<file path="src/shared/vin_supervisor_pkg.sv">
package vin_supervisor_pkg;

    // command codes of the supervised settings
    localparam logic [7:0]  CMD_OV_WARN      = 8'h57;
    localparam logic [7:0]  CMD_UV_WARN      = 8'h58;
    localparam logic [7:0]  CMD_UV_FAULT     = 8'h59;
    localparam logic [7:0]  CMD_UV_REACT     = 8'h5A;

    // field positions in the fault reaction byte
    localparam int          RESP_HI          = 7;
    localparam int          RESP_LO          = 6;
    localparam int          RETRY_HI         = 5;
    localparam int          RETRY_LO         = 3;
    localparam int          DELAY_HI         = 2;
    localparam int          DELAY_LO         = 0;

    // reset values
    localparam logic [15:0] OV_WARN_RST      = 16'h0000;
    localparam logic [15:0] UV_WARN_RST      = 16'h0000;
    localparam logic [15:0] UV_FAULT_RST     = 16'h0000;
    localparam logic [7:0]  UV_REACT_RST     = 8'hC0;
    localparam logic [15:0] RDATA_RST        = 16'h0000;

    // retry settings with special meaning
    localparam logic [2:0]  RETRY_NONE       = 3'h0;
    localparam logic [2:0]  RETRY_FOREVER    = 3'h7;

    // comparator slots: index 0 looks above its limit, others below
    localparam int          CMP_N            = 3;
    localparam logic [2:0]  CMP_ABOVE        = 3'h1;
    localparam int          CMP_OV_WARN      = 0;
    localparam int          CMP_UV_WARN      = 1;
    localparam int          CMP_UV_FAULT     = 2;

    typedef enum logic [1:0] {
        RESP_IGNORE  = 2'b00,
        RESP_CONT    = 2'b01,
        RESP_RETRY   = 2'b10,
        RESP_LATCH   = 2'b11
    } resp_t;

    typedef enum logic [1:0] {
        ST_RUN       = 2'b00,
        ST_HOLD      = 2'b01,
        ST_WAIT      = 2'b10,
        ST_LATCHED   = 2'b11
    } fsm_t;

endpackage : vin_supervisor_pkg

</file>
<file path="src/logic/vin_compare.sv">
`timescale 1ns/10ps
`default_nettype none
module vin_compare
#(
    parameter bit ABOVE = 1'b0
)
(
    // clock and reset
    input  wire logic        mclk,
    input  wire logic        rstn,
    // measurement and limit, both linear format
    input  wire logic        meas_valid,
    input  wire logic [15:0] meas,
    input  wire logic [15:0] limit,
    // crossing level, updated on each measurement
    output logic             hit
);
    import vin_supervisor_pkg::*;

    typedef struct packed {
        logic hit;
    } cmp_state_t;

    cmp_state_t q;
    cmp_state_t d;

    // linear value to signed fixed point with 16 fraction bits;
    // exponent + 16 is the 5-bit exponent with its sign bit flipped
    function automatic logic signed [47:0] lin_fix(input logic [15:0] v);
        logic signed [47:0] m;
        logic        [4:0]  sh;
        m = {{37{v[10]}}, v[10:0]};
        sh = {~v[15], v[14:11]};
        lin_fix = m <<< sh;
    endfunction : lin_fix

    // compare only on a fresh sample, hold otherwise
    always_comb
    begin
        d = q;
        if (meas_valid)
        begin
            if (ABOVE)
                d.hit = lin_fix(meas) > lin_fix(limit);
            else
                d.hit = lin_fix(meas) < lin_fix(limit);
        end
    end

    always_ff @(posedge mclk)
    begin
        if (!rstn)
            q <= '0;
        else
            q <= d;
    end

    assign hit = q.hit;

    chk_cmp_hold_between: assert property (@(posedge mclk) disable iff (!rstn)
        !meas_valid |=> $stable(hit))
        else $error("comparator changed without a measurement");

endmodule : vin_compare
`default_nettype wire

</file>
<file path="src/logic/vin_delay_timer.sv">
`timescale 1ns/10ps
`default_nettype none
module vin_delay_timer
(
    // clock and reset
    input  wire logic        mclk,
    input  wire logic        rstn,
    // start request and length
    input  wire logic        start,
    input  wire logic [2:0]  delay_code,
    input  wire logic [15:0] unit_cycles,
    // status
    output logic             busy,
    output logic             done
);
    import vin_supervisor_pkg::*;

    typedef struct packed {
        logic        busy;
        logic        done;
        logic [2:0]  code;
        logic [15:0] cyc;
        logic [7:0]  units;
    } tmr_state_t;

    tmr_state_t q;
    tmr_state_t d;
    logic [7:0] last_unit;
    logic       unit_end;

    // 2^code units; a unit length of zero acts as one cycle
    assign last_unit = 8'((9'h001 << q.code) - 9'h001);
    assign unit_end  = (17'(q.cyc) + 17'h00001) >= {1'b0, unit_cycles};

    // a new start restarts the count, so the caller never waits twice
    always_comb
    begin
        d = q;
        d.done = 1'b0;
        if (start)
        begin
            d.busy  = 1'b1;
            d.code  = delay_code;
            d.cyc   = 16'h0000;
            d.units = 8'h00;
        end
        else if (q.busy)
        begin
            if (unit_end)
            begin
                d.cyc = 16'h0000;
                if (q.units == last_unit)
                begin
                    d.busy = 1'b0;
                    d.done = 1'b1;
                end
                else
                    d.units = q.units + 8'h01;
            end
            else
                d.cyc = q.cyc + 16'h0001;
        end
    end

    always_ff @(posedge mclk)
    begin
        if (!rstn)
            q <= '0;
        else
            q <= d;
    end

    assign busy = q.busy;
    assign done = q.done;

    chk_timer_single_unit: assert property (@(posedge mclk) disable iff (!rstn)
        (start && delay_code == 3'h0 && unit_cycles == 16'h0001 && !busy)
        |=> busy ##1 (done && !busy))
        else $error("one unit of one cycle did not end after one cycle");

    chk_timer_done_pulse: assert property (@(posedge mclk) disable iff (!rstn)
        done |=> !done)
        else $error("timer done lasted more than one cycle");

endmodule : vin_delay_timer
`default_nettype wire

</file>
<file path="src/logic/vin_supervisor.sv">
`timescale 1ns/10ps
`default_nettype none
// Notes on behaviour
// - over-voltage warning threshold, 16 bits, host writes and reads it
// - under-voltage warning threshold, also the ratio regulation input threshold
// - ratio regulation uses that threshold only while its enable is set
// - under-voltage fault threshold, 16 bits, detects the input fault
// - response 00: keep running, fault ignored
// - response 01: run for the delay, then retry handling if fault remains
// - response 10: output off at once, then follow retry setting
// - response 11: off until status clear, clear-all, reset or off-on
// - retry 000: no restart, output stays off until cleared
// - retry 1 to 6: that many attempts, then off until cleared
// - attempts spaced by delay count times the delay unit
// - retry 111: endless attempts until commanded off or other shutdown
// - delay field gives two to the field value units, 1 to 128
// - delay unit length comes from a separate setting
// - one delay count serves both continue time and retry spacing
module vin_supervisor
(
    // clock and reset
    input  wire logic                       mclk,
    input  wire logic                       rstn,
    // command port of the management bus
    input  wire logic                       cmd_wr,
    input  wire logic                       cmd_rd,
    input  wire logic [7:0]                 cmd_code,
    input  wire logic [15:0]                cmd_wdata,
    output logic [15:0]                     cmd_rdata,
    output logic                            cmd_ack,
    output logic                            cmd_nack,
    // input voltage measurement
    input  wire logic                       meas_valid,
    input  wire logic [15:0]                meas_vin,
    // surrounding control
    input  wire logic [15:0]                delay_unit_cycles,
    input  wire logic                       ratio_enable,
    input  wire logic                       output_on_cmd,
    input  wire logic                       other_fault_shutdown,
    input  wire logic                       clear_faults,
    input  wire logic                       clear_uv_fault_bit,
    // results
    output logic                            output_enable,
    output logic                            ov_warn_flag,
    output logic                            uv_warn_flag,
    output logic                            uv_fault_flag,
    output logic                            ratio_active,
    output vin_supervisor_pkg::fsm_t        fault_state
);
    import vin_supervisor_pkg::*;

    typedef struct packed {
        logic [15:0] ov_warn;
        logic [15:0] uv_warn;
        logic [15:0] uv_fault;
        logic [7:0]  react;
        fsm_t        st;
        logic [2:0]  tries;
        logic        uv_prev;
        logic        ov_flag;
        logic        uvw_flag;
        logic        uvf_flag;
        logic        out_en;
        logic        ratio_act;
        logic        timer_go;
        logic [15:0] rdata;
        logic        ack;
        logic        nack;
    } sup_state_t;

    sup_state_t  q;
    sup_state_t  d;
    logic [15:0] limits [CMP_N];
    logic [2:0]  hits;
    logic        tmr_busy;
    logic        tmr_done;
    logic        uv_new;
    logic        latch_clear;
    resp_t       resp;
    logic [2:0]  retry;
    logic [2:0]  tries_next;

    // reaction fields
    assign resp       = resp_t'(q.react[RESP_HI:RESP_LO]);
    assign retry      = q.react[RETRY_HI:RETRY_LO];
    assign tries_next = q.tries + 3'h1;

    // comparator slots follow the threshold order of the package
    assign limits[CMP_OV_WARN]  = q.ov_warn;
    assign limits[CMP_UV_WARN]  = q.uv_warn;
    assign limits[CMP_UV_FAULT] = q.uv_fault;

    genvar gi;
    generate
        for (gi = 0; gi < CMP_N; gi++)
        begin : g_cmp
            vin_compare
            #(
                .ABOVE      (CMP_ABOVE[gi])
            )
            u_cmp
            (
                .mclk       (mclk),
                .rstn       (rstn),
                .meas_valid (meas_valid),
                .meas       (meas_vin),
                .limit      (limits[gi]),
                .hit        (hits[gi])
            );
        end
    endgenerate

    // one timer serves both the continue time and the retry spacing
    vin_delay_timer u_timer
    (
        .mclk        (mclk),
        .rstn        (rstn),
        .start       (q.timer_go),
        .delay_code  (q.react[DELAY_HI:DELAY_LO]),
        .unit_cycles (delay_unit_cycles),
        .busy        (tmr_busy),
        .done        (tmr_done)
    );

    // a fault is acted on at its onset, not while it merely persists
    assign uv_new      = hits[CMP_UV_FAULT] && !q.uv_prev;
    assign latch_clear = clear_faults || clear_uv_fault_bit || !output_on_cmd;

    always_comb
    begin
        d          = q;
        d.ack      = 1'b0;
        d.nack     = 1'b0;
        d.timer_go = 1'b0;
        d.uv_prev  = hits[CMP_UV_FAULT];

        // command port: thresholds as words, reaction as a byte
        if (cmd_wr)
        begin
            d.ack = 1'b1;
            if (cmd_code == CMD_OV_WARN)
                d.ov_warn = cmd_wdata;
            else if (cmd_code == CMD_UV_WARN)
                d.uv_warn = cmd_wdata;
            else if (cmd_code == CMD_UV_FAULT)
                d.uv_fault = cmd_wdata;
            else if (cmd_code == CMD_UV_REACT)
                d.react = cmd_wdata[7:0];
            else
            begin
                d.ack  = 1'b0;
                d.nack = 1'b1;
            end
        end
        else if (cmd_rd)
        begin
            d.ack = 1'b1;
            if (cmd_code == CMD_OV_WARN)
                d.rdata = q.ov_warn;
            else if (cmd_code == CMD_UV_WARN)
                d.rdata = q.uv_warn;
            else if (cmd_code == CMD_UV_FAULT)
                d.rdata = q.uv_fault;
            else if (cmd_code == CMD_UV_REACT)
                d.rdata = {8'h00, q.react};
            else
            begin
                d.rdata = RDATA_RST;
                d.ack   = 1'b0;
                d.nack  = 1'b1;
            end
        end

        // sticky flags: clear first so a same-cycle crossing wins
        if (clear_faults)
        begin
            d.ov_flag  = 1'b0;
            d.uvw_flag = 1'b0;
            d.uvf_flag = 1'b0;
        end
        if (clear_uv_fault_bit)
            d.uvf_flag = 1'b0;
        if (hits[CMP_OV_WARN])
            d.ov_flag = 1'b1;
        if (hits[CMP_UV_WARN])
            d.uvw_flag = 1'b1;
        if (hits[CMP_UV_FAULT])
            d.uvf_flag = 1'b1;

        // ratio regulation sees the warning threshold only when enabled
        d.ratio_act = ratio_enable && hits[CMP_UV_WARN];

        // fault reaction
        case (q.st)
            ST_RUN:
            begin
                d.tries = 3'h0;
                if (uv_new)
                begin
                    if (resp == RESP_CONT)
                    begin
                        d.st       = ST_HOLD;
                        d.timer_go = 1'b1;
                    end
                    else if (resp == RESP_RETRY)
                    begin
                        if (retry == RETRY_NONE)
                            d.st = ST_LATCHED;
                        else
                        begin
                            d.st       = ST_WAIT;
                            d.timer_go = 1'b1;
                        end
                    end
                    else if (resp == RESP_LATCH)
                        d.st = ST_LATCHED;
                end
            end
            ST_HOLD:
            begin
                // still running; only a persisting fault escalates
                if (tmr_done)
                begin
                    if (!hits[CMP_UV_FAULT])
                        d.st = ST_RUN;
                    else if (retry == RETRY_NONE)
                        d.st = ST_LATCHED;
                    else
                    begin
                        d.st       = ST_WAIT;
                        d.timer_go = 1'b1;
                    end
                end
            end
            ST_WAIT:
            begin
                if (other_fault_shutdown)
                    d.st = ST_LATCHED;
                else if (!output_on_cmd)
                    d.st = ST_RUN;
                else if (tmr_done)
                begin
                    // restart attempt: it fails if the input is still low
                    if (!hits[CMP_UV_FAULT])
                        d.st = ST_RUN;
                    else if (retry == RETRY_FOREVER)
                        d.timer_go = 1'b1;
                    else if (tries_next >= retry)
                        d.st = ST_LATCHED;
                    else
                    begin
                        d.tries    = tries_next;
                        d.timer_go = 1'b1;
                    end
                end
            end
            ST_LATCHED:
            begin
                // an off command releases; turning back on then restarts
                if (latch_clear)
                    d.st = ST_RUN;
            end
            default:
                d.st = ST_LATCHED;
        endcase

        // output runs in normal operation and during the continue time
        d.out_en = output_on_cmd && !other_fault_shutdown
                   && (d.st == ST_RUN || d.st == ST_HOLD);
    end

    always_ff @(posedge mclk)
    begin
        if (!rstn)
        begin
            q          <= '0;
            q.ov_warn  <= OV_WARN_RST;
            q.uv_warn  <= UV_WARN_RST;
            q.uv_fault <= UV_FAULT_RST;
            q.react    <= UV_REACT_RST;
            q.st       <= ST_RUN;
            q.rdata    <= RDATA_RST;
        end
        else
            q <= d;
    end

    assign cmd_rdata     = q.rdata;
    assign cmd_ack       = q.ack;
    assign cmd_nack      = q.nack;
    assign output_enable = q.out_en;
    assign ov_warn_flag  = q.ov_flag;
    assign uv_warn_flag  = q.uvw_flag;
    assign uv_fault_flag = q.uvf_flag;
    assign ratio_active  = q.ratio_act;
    assign fault_state   = q.st;

    chk_ignore_keeps_running: assert property (@(posedge mclk) disable iff (!rstn)
        (q.st == ST_RUN && resp == RESP_IGNORE && !cmd_wr) |=> q.st == ST_RUN)
        else $error("ignored fault left normal operation");

    chk_cont_stays_on: assert property (@(posedge mclk) disable iff (!rstn)
        (q.st == ST_RUN && uv_new && resp == RESP_CONT
         && output_on_cmd && !other_fault_shutdown)
        |=> (q.st == ST_HOLD && output_enable))
        else $error("continue response did not keep output on");

    chk_disable_at_once: assert property (@(posedge mclk) disable iff (!rstn)
        (q.st == ST_RUN && uv_new && resp == RESP_RETRY) |=> !output_enable)
        else $error("disable response left output on");

    chk_latch_holds_off: assert property (@(posedge mclk) disable iff (!rstn)
        (q.st == ST_LATCHED && !latch_clear) |=> (q.st == ST_LATCHED && !output_enable))
        else $error("latched fault released without a clear");

    chk_no_retry_latch: assert property (@(posedge mclk) disable iff (!rstn)
        (q.st == ST_RUN && uv_new && resp == RESP_RETRY && retry == RETRY_NONE)
        |=> q.st == ST_LATCHED)
        else $error("retry setting zero still tried to restart");

    chk_tries_bounded: assert property (@(posedge mclk) disable iff (!rstn)
        (q.st == ST_WAIT && retry != RETRY_FOREVER && retry != RETRY_NONE)
        |-> q.tries < retry)
        else $error("more restart attempts than programmed");

    chk_readback_word: assert property (@(posedge mclk) disable iff (!rstn)
        (cmd_rd && !cmd_wr && cmd_code == CMD_OV_WARN)
        |=> (cmd_ack && cmd_rdata == $past(q.ov_warn)))
        else $error("threshold read did not return the stored word");

    chk_ratio_gated: assert property (@(posedge mclk) disable iff (!rstn)
        !ratio_enable |=> !ratio_active)
        else $error("ratio regulation active while disabled");

endmodule : vin_supervisor
`default_nettype wire

</file>
<file path="config.mk">
export PLATFORM = sky130hd
export DESIGN_NAME = vin_supervisor
export DESIGN_NICKNAME = d
export VERILOG_FILES = /design/src/shared/vin_supervisor_pkg.sv /design/src/logic/vin_compare.sv /design/src/logic/vin_delay_timer.sv /design/src/logic/vin_supervisor.sv
export SDC_FILE = /design/constraint.sdc
export NUM_CORES = 1
export LEC_CHECK = 0
export BUFFER_PORTS_ARGS = -buffer_cell sky130_fd_sc_hd__buf_2
export CAP_MARGIN = 20
export CELL_PAD_IN_SITES_DETAIL_PLACEMENT = 0
export CELL_PAD_IN_SITES_GLOBAL_PLACEMENT = 1
export CORE_ASPECT_RATIO = 0.6
export CORE_MARGIN = 2
export CORE_UTILIZATION = 42
export DETAILED_ROUTE_END_ITERATION = 6
export PLACE_DENSITY = 0.83
export SYNTH_ARGS = -nofsm -noshare
export SYNTH_HDL_FRONTEND = slang
export SYNTH_HIERARCHICAL = 1
export SYNTH_SLANG_ARGS = --single-unit
</file>
<file path="constraint.sdc">
create_clock -name mclk -period 4.5 [get_ports mclk]
set_clock_uncertainty 0.15 [all_clocks]
set_input_delay 0.9 -clock mclk [delete_from_list [all_inputs] [get_ports mclk]]
set_output_delay 0.9 -clock mclk [all_outputs]
set_load 0.005 [all_outputs]
</file>
* Word level (Yosys, flattened, before mapping)
Index checks and enable logic that the tools add are counted.
** Cells by class
- Bitwise logic cells :: 12
- Muxes and demuxes :: 53
- Order comparisons :: 5
- Equality and inequality tests :: 19
- Reduce and logical (&&, ||, !) cells :: 26
- Add/sub/neg operators :: 5
- Shifts and indexed selects :: 5
** Operators by type and width (number)
- $sshl A11 B5 Y48 :: 4
- $lt A48 B48 Y1 :: 2
- $mux W16 :: 4
- $gt A48 B48 Y1 :: 1
- $mux W2 :: 20
- $eq A8 B7 Y1 const B :: 4
- $mux W1 :: 18
- $add A16 B1 Y17 const B :: 1
- $ge A17 B16 Y1 :: 1
- $add A16 B1 Y16 const B :: 1
- $mux W3 :: 5
- $not A1 Y1 :: 12
- $mux W5 :: 2
- $add A8 B1 Y8 const B :: 1
- $eq A2 B2 Y1 const B :: 4
- $eq A8 B8 Y1 :: 1
- $mux W8 :: 1
- $ne A2 B2 Y1 const B :: 4
- $pmux W2 S4 :: 1
- $shl A1 B3 Y8 const A :: 1
- $sub A8 B1 Y8 const B :: 1
- $reduce_and A7 Y1 :: 1
- $eq A2 B1 Y1 const B :: 3
- $pmux W3 S2 :: 1
- other kinds (18) :: 31
** Word-level totals
- Register bits :: 118
- Logic and storage cells :: 149

* Longest topological paths before layout
- Word-level depth :: 12
- Gate-level depth with buffers :: 16
- Gate-level depth less buffers :: 13

* Modules after synthesis
The synthesis kept the hierarchy.
** Modules (own cells, without submodules)
- vin_compare (g_cmp[1].u_cmp ...) :: times used 2, area an instance 2767.7 µm², cells an instance 407, sequential area each 20.0 µm²
- vin_supervisor :: times used 1, area an instance 3991.3 µm², cells an instance 447, sequential area each 1721.7 µm²
- vin_compare (g_cmp[0].u_cmp) :: times used 1, area an instance 2830.2 µm², cells an instance 409, sequential area each 20.0 µm²
- vin_delay_timer :: times used 1, area an instance 2139.6 µm², cells an instance 266, sequential area each 580.6 µm²

* Least setup slack after synthesis
Ideal clock, no wire load.
- Kind :: input -> register
- Start :: input meas_vin[11]
- End :: register g_cmp[0].u_cmp.q
- Setup time :: 0.129 ns
- Stages on the path :: 13
- Path slack :: 0.034 ns
- Path buffers :: 1
- Arrival :: 4.187 ns
- Path through :: clkbuf_1 -> mux4_2 -> nand2_1 -> o21ai_0 -> mux2_2 -> o21a_1 -> ha_1 -> nand2_1 -> or4_4 -> or4_4 -> o2111a_1 -> a32oi_1 -> nand3_1
** Between the ends
- Word-level cells in the longest chain between the ends :: 2
** Ends and longest elaborated chain
- start: declaration :: line vin_supervisor.sv:34 : input wire logic [15:0] meas_vin,
- $sshl A11 B5 Y48 :: line vin_compare.sv:34 : lin_fix = m <<< sh;
- $gt A48 B48 Y1 :: line vin_compare.sv:44 : d.hit = lin_fix(meas) > lin_fix(limit);
- end signal: assignment :: line vin_compare.sv:53 : q <= '0;
- end signal: assignment :: line vin_compare.sv:55 : q <= d;
- end: declaration :: line vin_compare.sv:24 : cmp_state_t q;
No other way between the ends.
A chain may end at the register's enable or synchronous reset.

* Worst setup path in the final report
- Start :: input meas_vin[11]
- End :: register g_cmp[1].u_cmp.q
** Between the ends
- Word-level cells in the longest chain between the ends :: 2
** Ends and longest elaborated chain
- $sshl A11 B5 Y48 :: line vin_compare.sv:34
- $lt A48 B48 Y1 :: line vin_compare.sv:46 : d.hit = lin_fix(meas) < lin_fix(limit);
- end signal: assignment :: line vin_compare.sv:53
- end signal: assignment :: line vin_compare.sv:55
- end: declaration :: line vin_compare.sv:24
No other way between the ends.

==> reports/qor.csv <==
stage,metric,value,unit
run_status,status,"complete, no violations",
logic_synthesis,number of flops mapped to enable cells by yosys,0,
routing,final WL,48.0,mm
worst_hold_path,hold path cells,2,
finish,final net count,2190,
setup_path,worst path arrival time,4480,ps
worst_hold_path,Hold EP,limits[22]$_SDFFE_PN0P_,
worst_hold_path,worst min path class,reg2reg,
logic_synthesis,asr flop ratio synth,0,%
cts,Clock Latency Late Sink,440,ps
floorplan,initial core utilization,42.8,%
floorplan,FP Rows,52,
timing,Final Setup Violations,0,
grt,Top Usage Layer GRT,met1,
timing,setup_tns,0,ps
timing,Tmin final,4280,ps
floorplan,DIE WIDTH,244,microns
cts,TritonCTS buffer count,17,
setup_path,Setup CP Type,in2reg,
floorplan,core area,33800,sq um
setup_path,nature of the critical path endpoint,register,
timing,Worst-Margin Slew,1050,ps
setup_path,R2R depth,14,
cts,CTS tree,built,
logic_synthesis,Synth Instances,1936,
power,Peak VDD IR,0.208,mV
logic_synthesis,sequential fraction of the synthesis area,16.3,%
routing,drt via density,6.08,
timing,final worst setup slack,219,ps
grt,remaining global-route overflow,0,
finish,final non-filler cell total,2451,
grt,vias in the first global route,13600,
logic_synthesis,ys flop type,dfxtp_1,
floorplan,Die H,148,microns
routing,Vias,14900,
place,dpl cells,2417,
grt,total global-route track usage,26.1,%
logic_synthesis,register bit total from synthesis,118,
setup_path,worst reg2reg setup slack,250,ps
place,HPWL Detailed,37.8,mm
logic_synthesis,Cell variety after synth,87,
timing,Worst slew margin,29.5,%
floorplan,total die area,36100,sq um
floorplan,IO Count,91,
grt,pin count of the biggest net entering global routing,73,
logic_synthesis,synth warn,6,
grt,met2 usage,36.5,%
setup_path,end of the worst register-to-register path,g_cmp[0].u_cmp/hit$_SDFFE_PN0P_,
place,Port Buffers,90,
logic_synthesis,Mapped Area,14500,sq um
timing,Final Max Tran Viols,0,
cts,Root Driver,clkbuf_16,
setup_path,crit start category,input port,
power,Pleak,0.00654,uW
grt,M1 GR Usage,40.3,%
timing,Fin. Hold Viols,0,
timing,period utilisation layout,95.1,%
worst_hold_path,Worst Min Path Start,limits[22]$_SDFFE_PN0P_,
grt,antenna violations before repair,1,
setup_path,Crit Path Max Fanout,15,
power,post-layout power,3460,uW
cts,CTS Sinks,118,
setup_path,worst path required time,4690,ps
power,PwrDens,214,nW/um^2
setup_path,critical register-to-register path startpoint,limits[43]$_SDFFE_PN0P_,
timing,Fin Hold WS,343,ps
cts,CTS max path bufs,2,
logic_synthesis,Mapped Avg Cell Area,7.49,sq um
place,pre-CTS setup slack,-103,ps
cts,Setup Buffers After CTS,0,
grt,first-pass GRT wire length,75.5,mm
cts,"CTS clk-pin slew, worst paths",60,ps
routing,Pre-antenna DRT Iters,6,
routing,DRC viols,0,
cts,CTS H-tree lvls,4,
finish,Layout area overhead,11.3,%
routing,Final ANT Viol Nets,0,
routing,wire per inst,19.6,microns
cts,# hold bufs at CTS,0,
flow_run,maxcap violations,0,
logic_synthesis,Syn Nets,2148,
routing,Starting DRT DRC Count,1616,
grt,met3 Track Usage GR,5.57,%
finish,share of layout cells above drive strength 1,15.4,%
place,GP Congestion,0.942,
timing,fmax,234,MHz
-- synthesized netlist by cell type, types with 28 or more instances --
master / n / area [sq um]
ha_1: 146 / 1830
nand2_1: 260 / 976
o21ai_0: 156 / 781
mux2i_1: 147 / 1470
nand4_1: 32 / 200
nor2b_1: 64 / 400
a21oi_1: 114 / 571
a22oi_1: 43 / 323
dfxtp_1: 118 / 2360
nor2_1: 143 / 537
inv_1: 43 / 161
nand3_1: 37 / 185
mux2_2: 40 / 450
a21boi_0: 41 / 308
nor3_1: 28 / 140
clkbuf_1: 95 / 357
-- sequential cells by signal, summed over array words and instances, names as in the netlist, 2 cells and up --
name / cells
cmd_rdata: 16
limits: 48
q: 13
g_cmp.u_cmp/hit: 3
u_timer/q: 27
fault_state: 2
-- worst max-delay path, stage by stage --
cell	delay (ps)
buf_2	130
buf_4	240
mux2_2	370
mux2i_1	290
or2_2	200
nor2_1	40
o21ai_0	150
o21ai_0	150
ha_1	360
nand4_1	150
o211ai_1	250
o221ai_1	210
a2111oi_1	540
buf_4	200
nor4_1	40
o31ai_1	240
-- cell families after synthesis --
kind of cell | share of synthesized area [%]
AOI/OAI and AO/OA | 25.4
xor gates and xnor gates | 0.906
adders and majority gates | 12.6
buffers and inverters | 6.44
DFF | 16.3
muxes | 15.4
and+or+nand+nor | 22.9
-- layout by cell type, fill, tap and decap left out, types with 10 or more instances in the layout --
cell type	instances
o22ai_1	16
inv_1	43
a22oi_1	43
clkbuf_16	17
a21oi_1	114
nand3_1	37
mux2i_1	147
o31ai_1	11
nor3_1	27
nor2b_1	64
and2_1	11
o221ai_1	10
a21boi_1	10
nand4_1	32
a21boi_0	41
nand2_1	260
nand2b_1	21
a211oi_1	15
mux4_2	14
ha_1	146
o21ai_0	156
mux2_2	40
nor2_1	143
dfxtp_1	118
buf_2	90
a221oi_1	11
o21a_1	27
clkinv_1	11
a31oi_1	12
or2_2	13
a21o_1	20
o31a_1	10
buf_4	82
-- layout make-up --
| type | instances | area (sq um) |
|---|---|---|
| Tap cell | 459 | 574 |
| Antenna cell | 1 | 2.50 |
| Timing Repair Buffer | 176 | 1140 |
| Fill cell | 3327 | 17700 |
| Clock inverter | 14 | 221 |
| Inverter | 54 | 203 |
| Sequential cell | 118 | 2360 |
| Multi-Input combinational cell | 1611 | 11200 |
| Clock buffer | 18 | 429 |
-- through the flow --
| step | instance area (sq um) | utilization (%) |
|---|---|---|
| detailed placement | 15500 | 45.7 |
| global placement | 15500 | 45.7 |
| CTS | 16100 | 47.6 |
| global route | 16100 | 47.7 |
| finish | 16100 | 47.7 |
| floorplan | 14500 | - |
-- worst max path at each step --
| stage | cells past startpoint | slack, ps | from | endpoint |
|---|---|---|---|---|
| after floorplan | 13 | 30 | meas_vin[11] | g_cmp[0].u_cmp/hit$_SDFFE_PN0P_ |
| after detailed placement | 16 | -100 | meas_vin[11] | g_cmp[1].u_cmp/hit$_SDFFE_PN0P_ |
| after global routing | 16 | -90 | meas_vin[11] | g_cmp[1].u_cmp/hit$_SDFFE_PN0P_ |
| final | 16 | 220 | meas_vin[11] | g_cmp[1].u_cmp/hit$_SDFFE_PN0P_ |
| after CTS | 13 | 300 | u_timer/q[8]$_SDFFE_PP0P_ | u_timer/q[2]$_SDFFE_PP0P_ |
| after global placement | 16 | -80 | meas_vin[11] | g_cmp[1].u_cmp/hit$_SDFFE_PN0P_ |
-- routing by layer --
layer  part of all wire [%]  up-vias
met3                    9.2       53
met2                     40      650
met5                      0        -
li1                       -     7204
met4                    1.4        0
met1                     50     6987
-- report_power, final --
group	internal [uW]	total, uW	switching (uW)
Sequential	1060	1080	22.7
Combinational	354	837	484
Clock	989	1540	555
Total	2400	3460	1060
-- repair_timing --
item,4_1_cts,5_1_grt
endpoints found under the hold margin,0,0
resized for setup,0,2
setup endpoints to repair,0,5
Note: power is estimated with default switching activity, not from simulation.
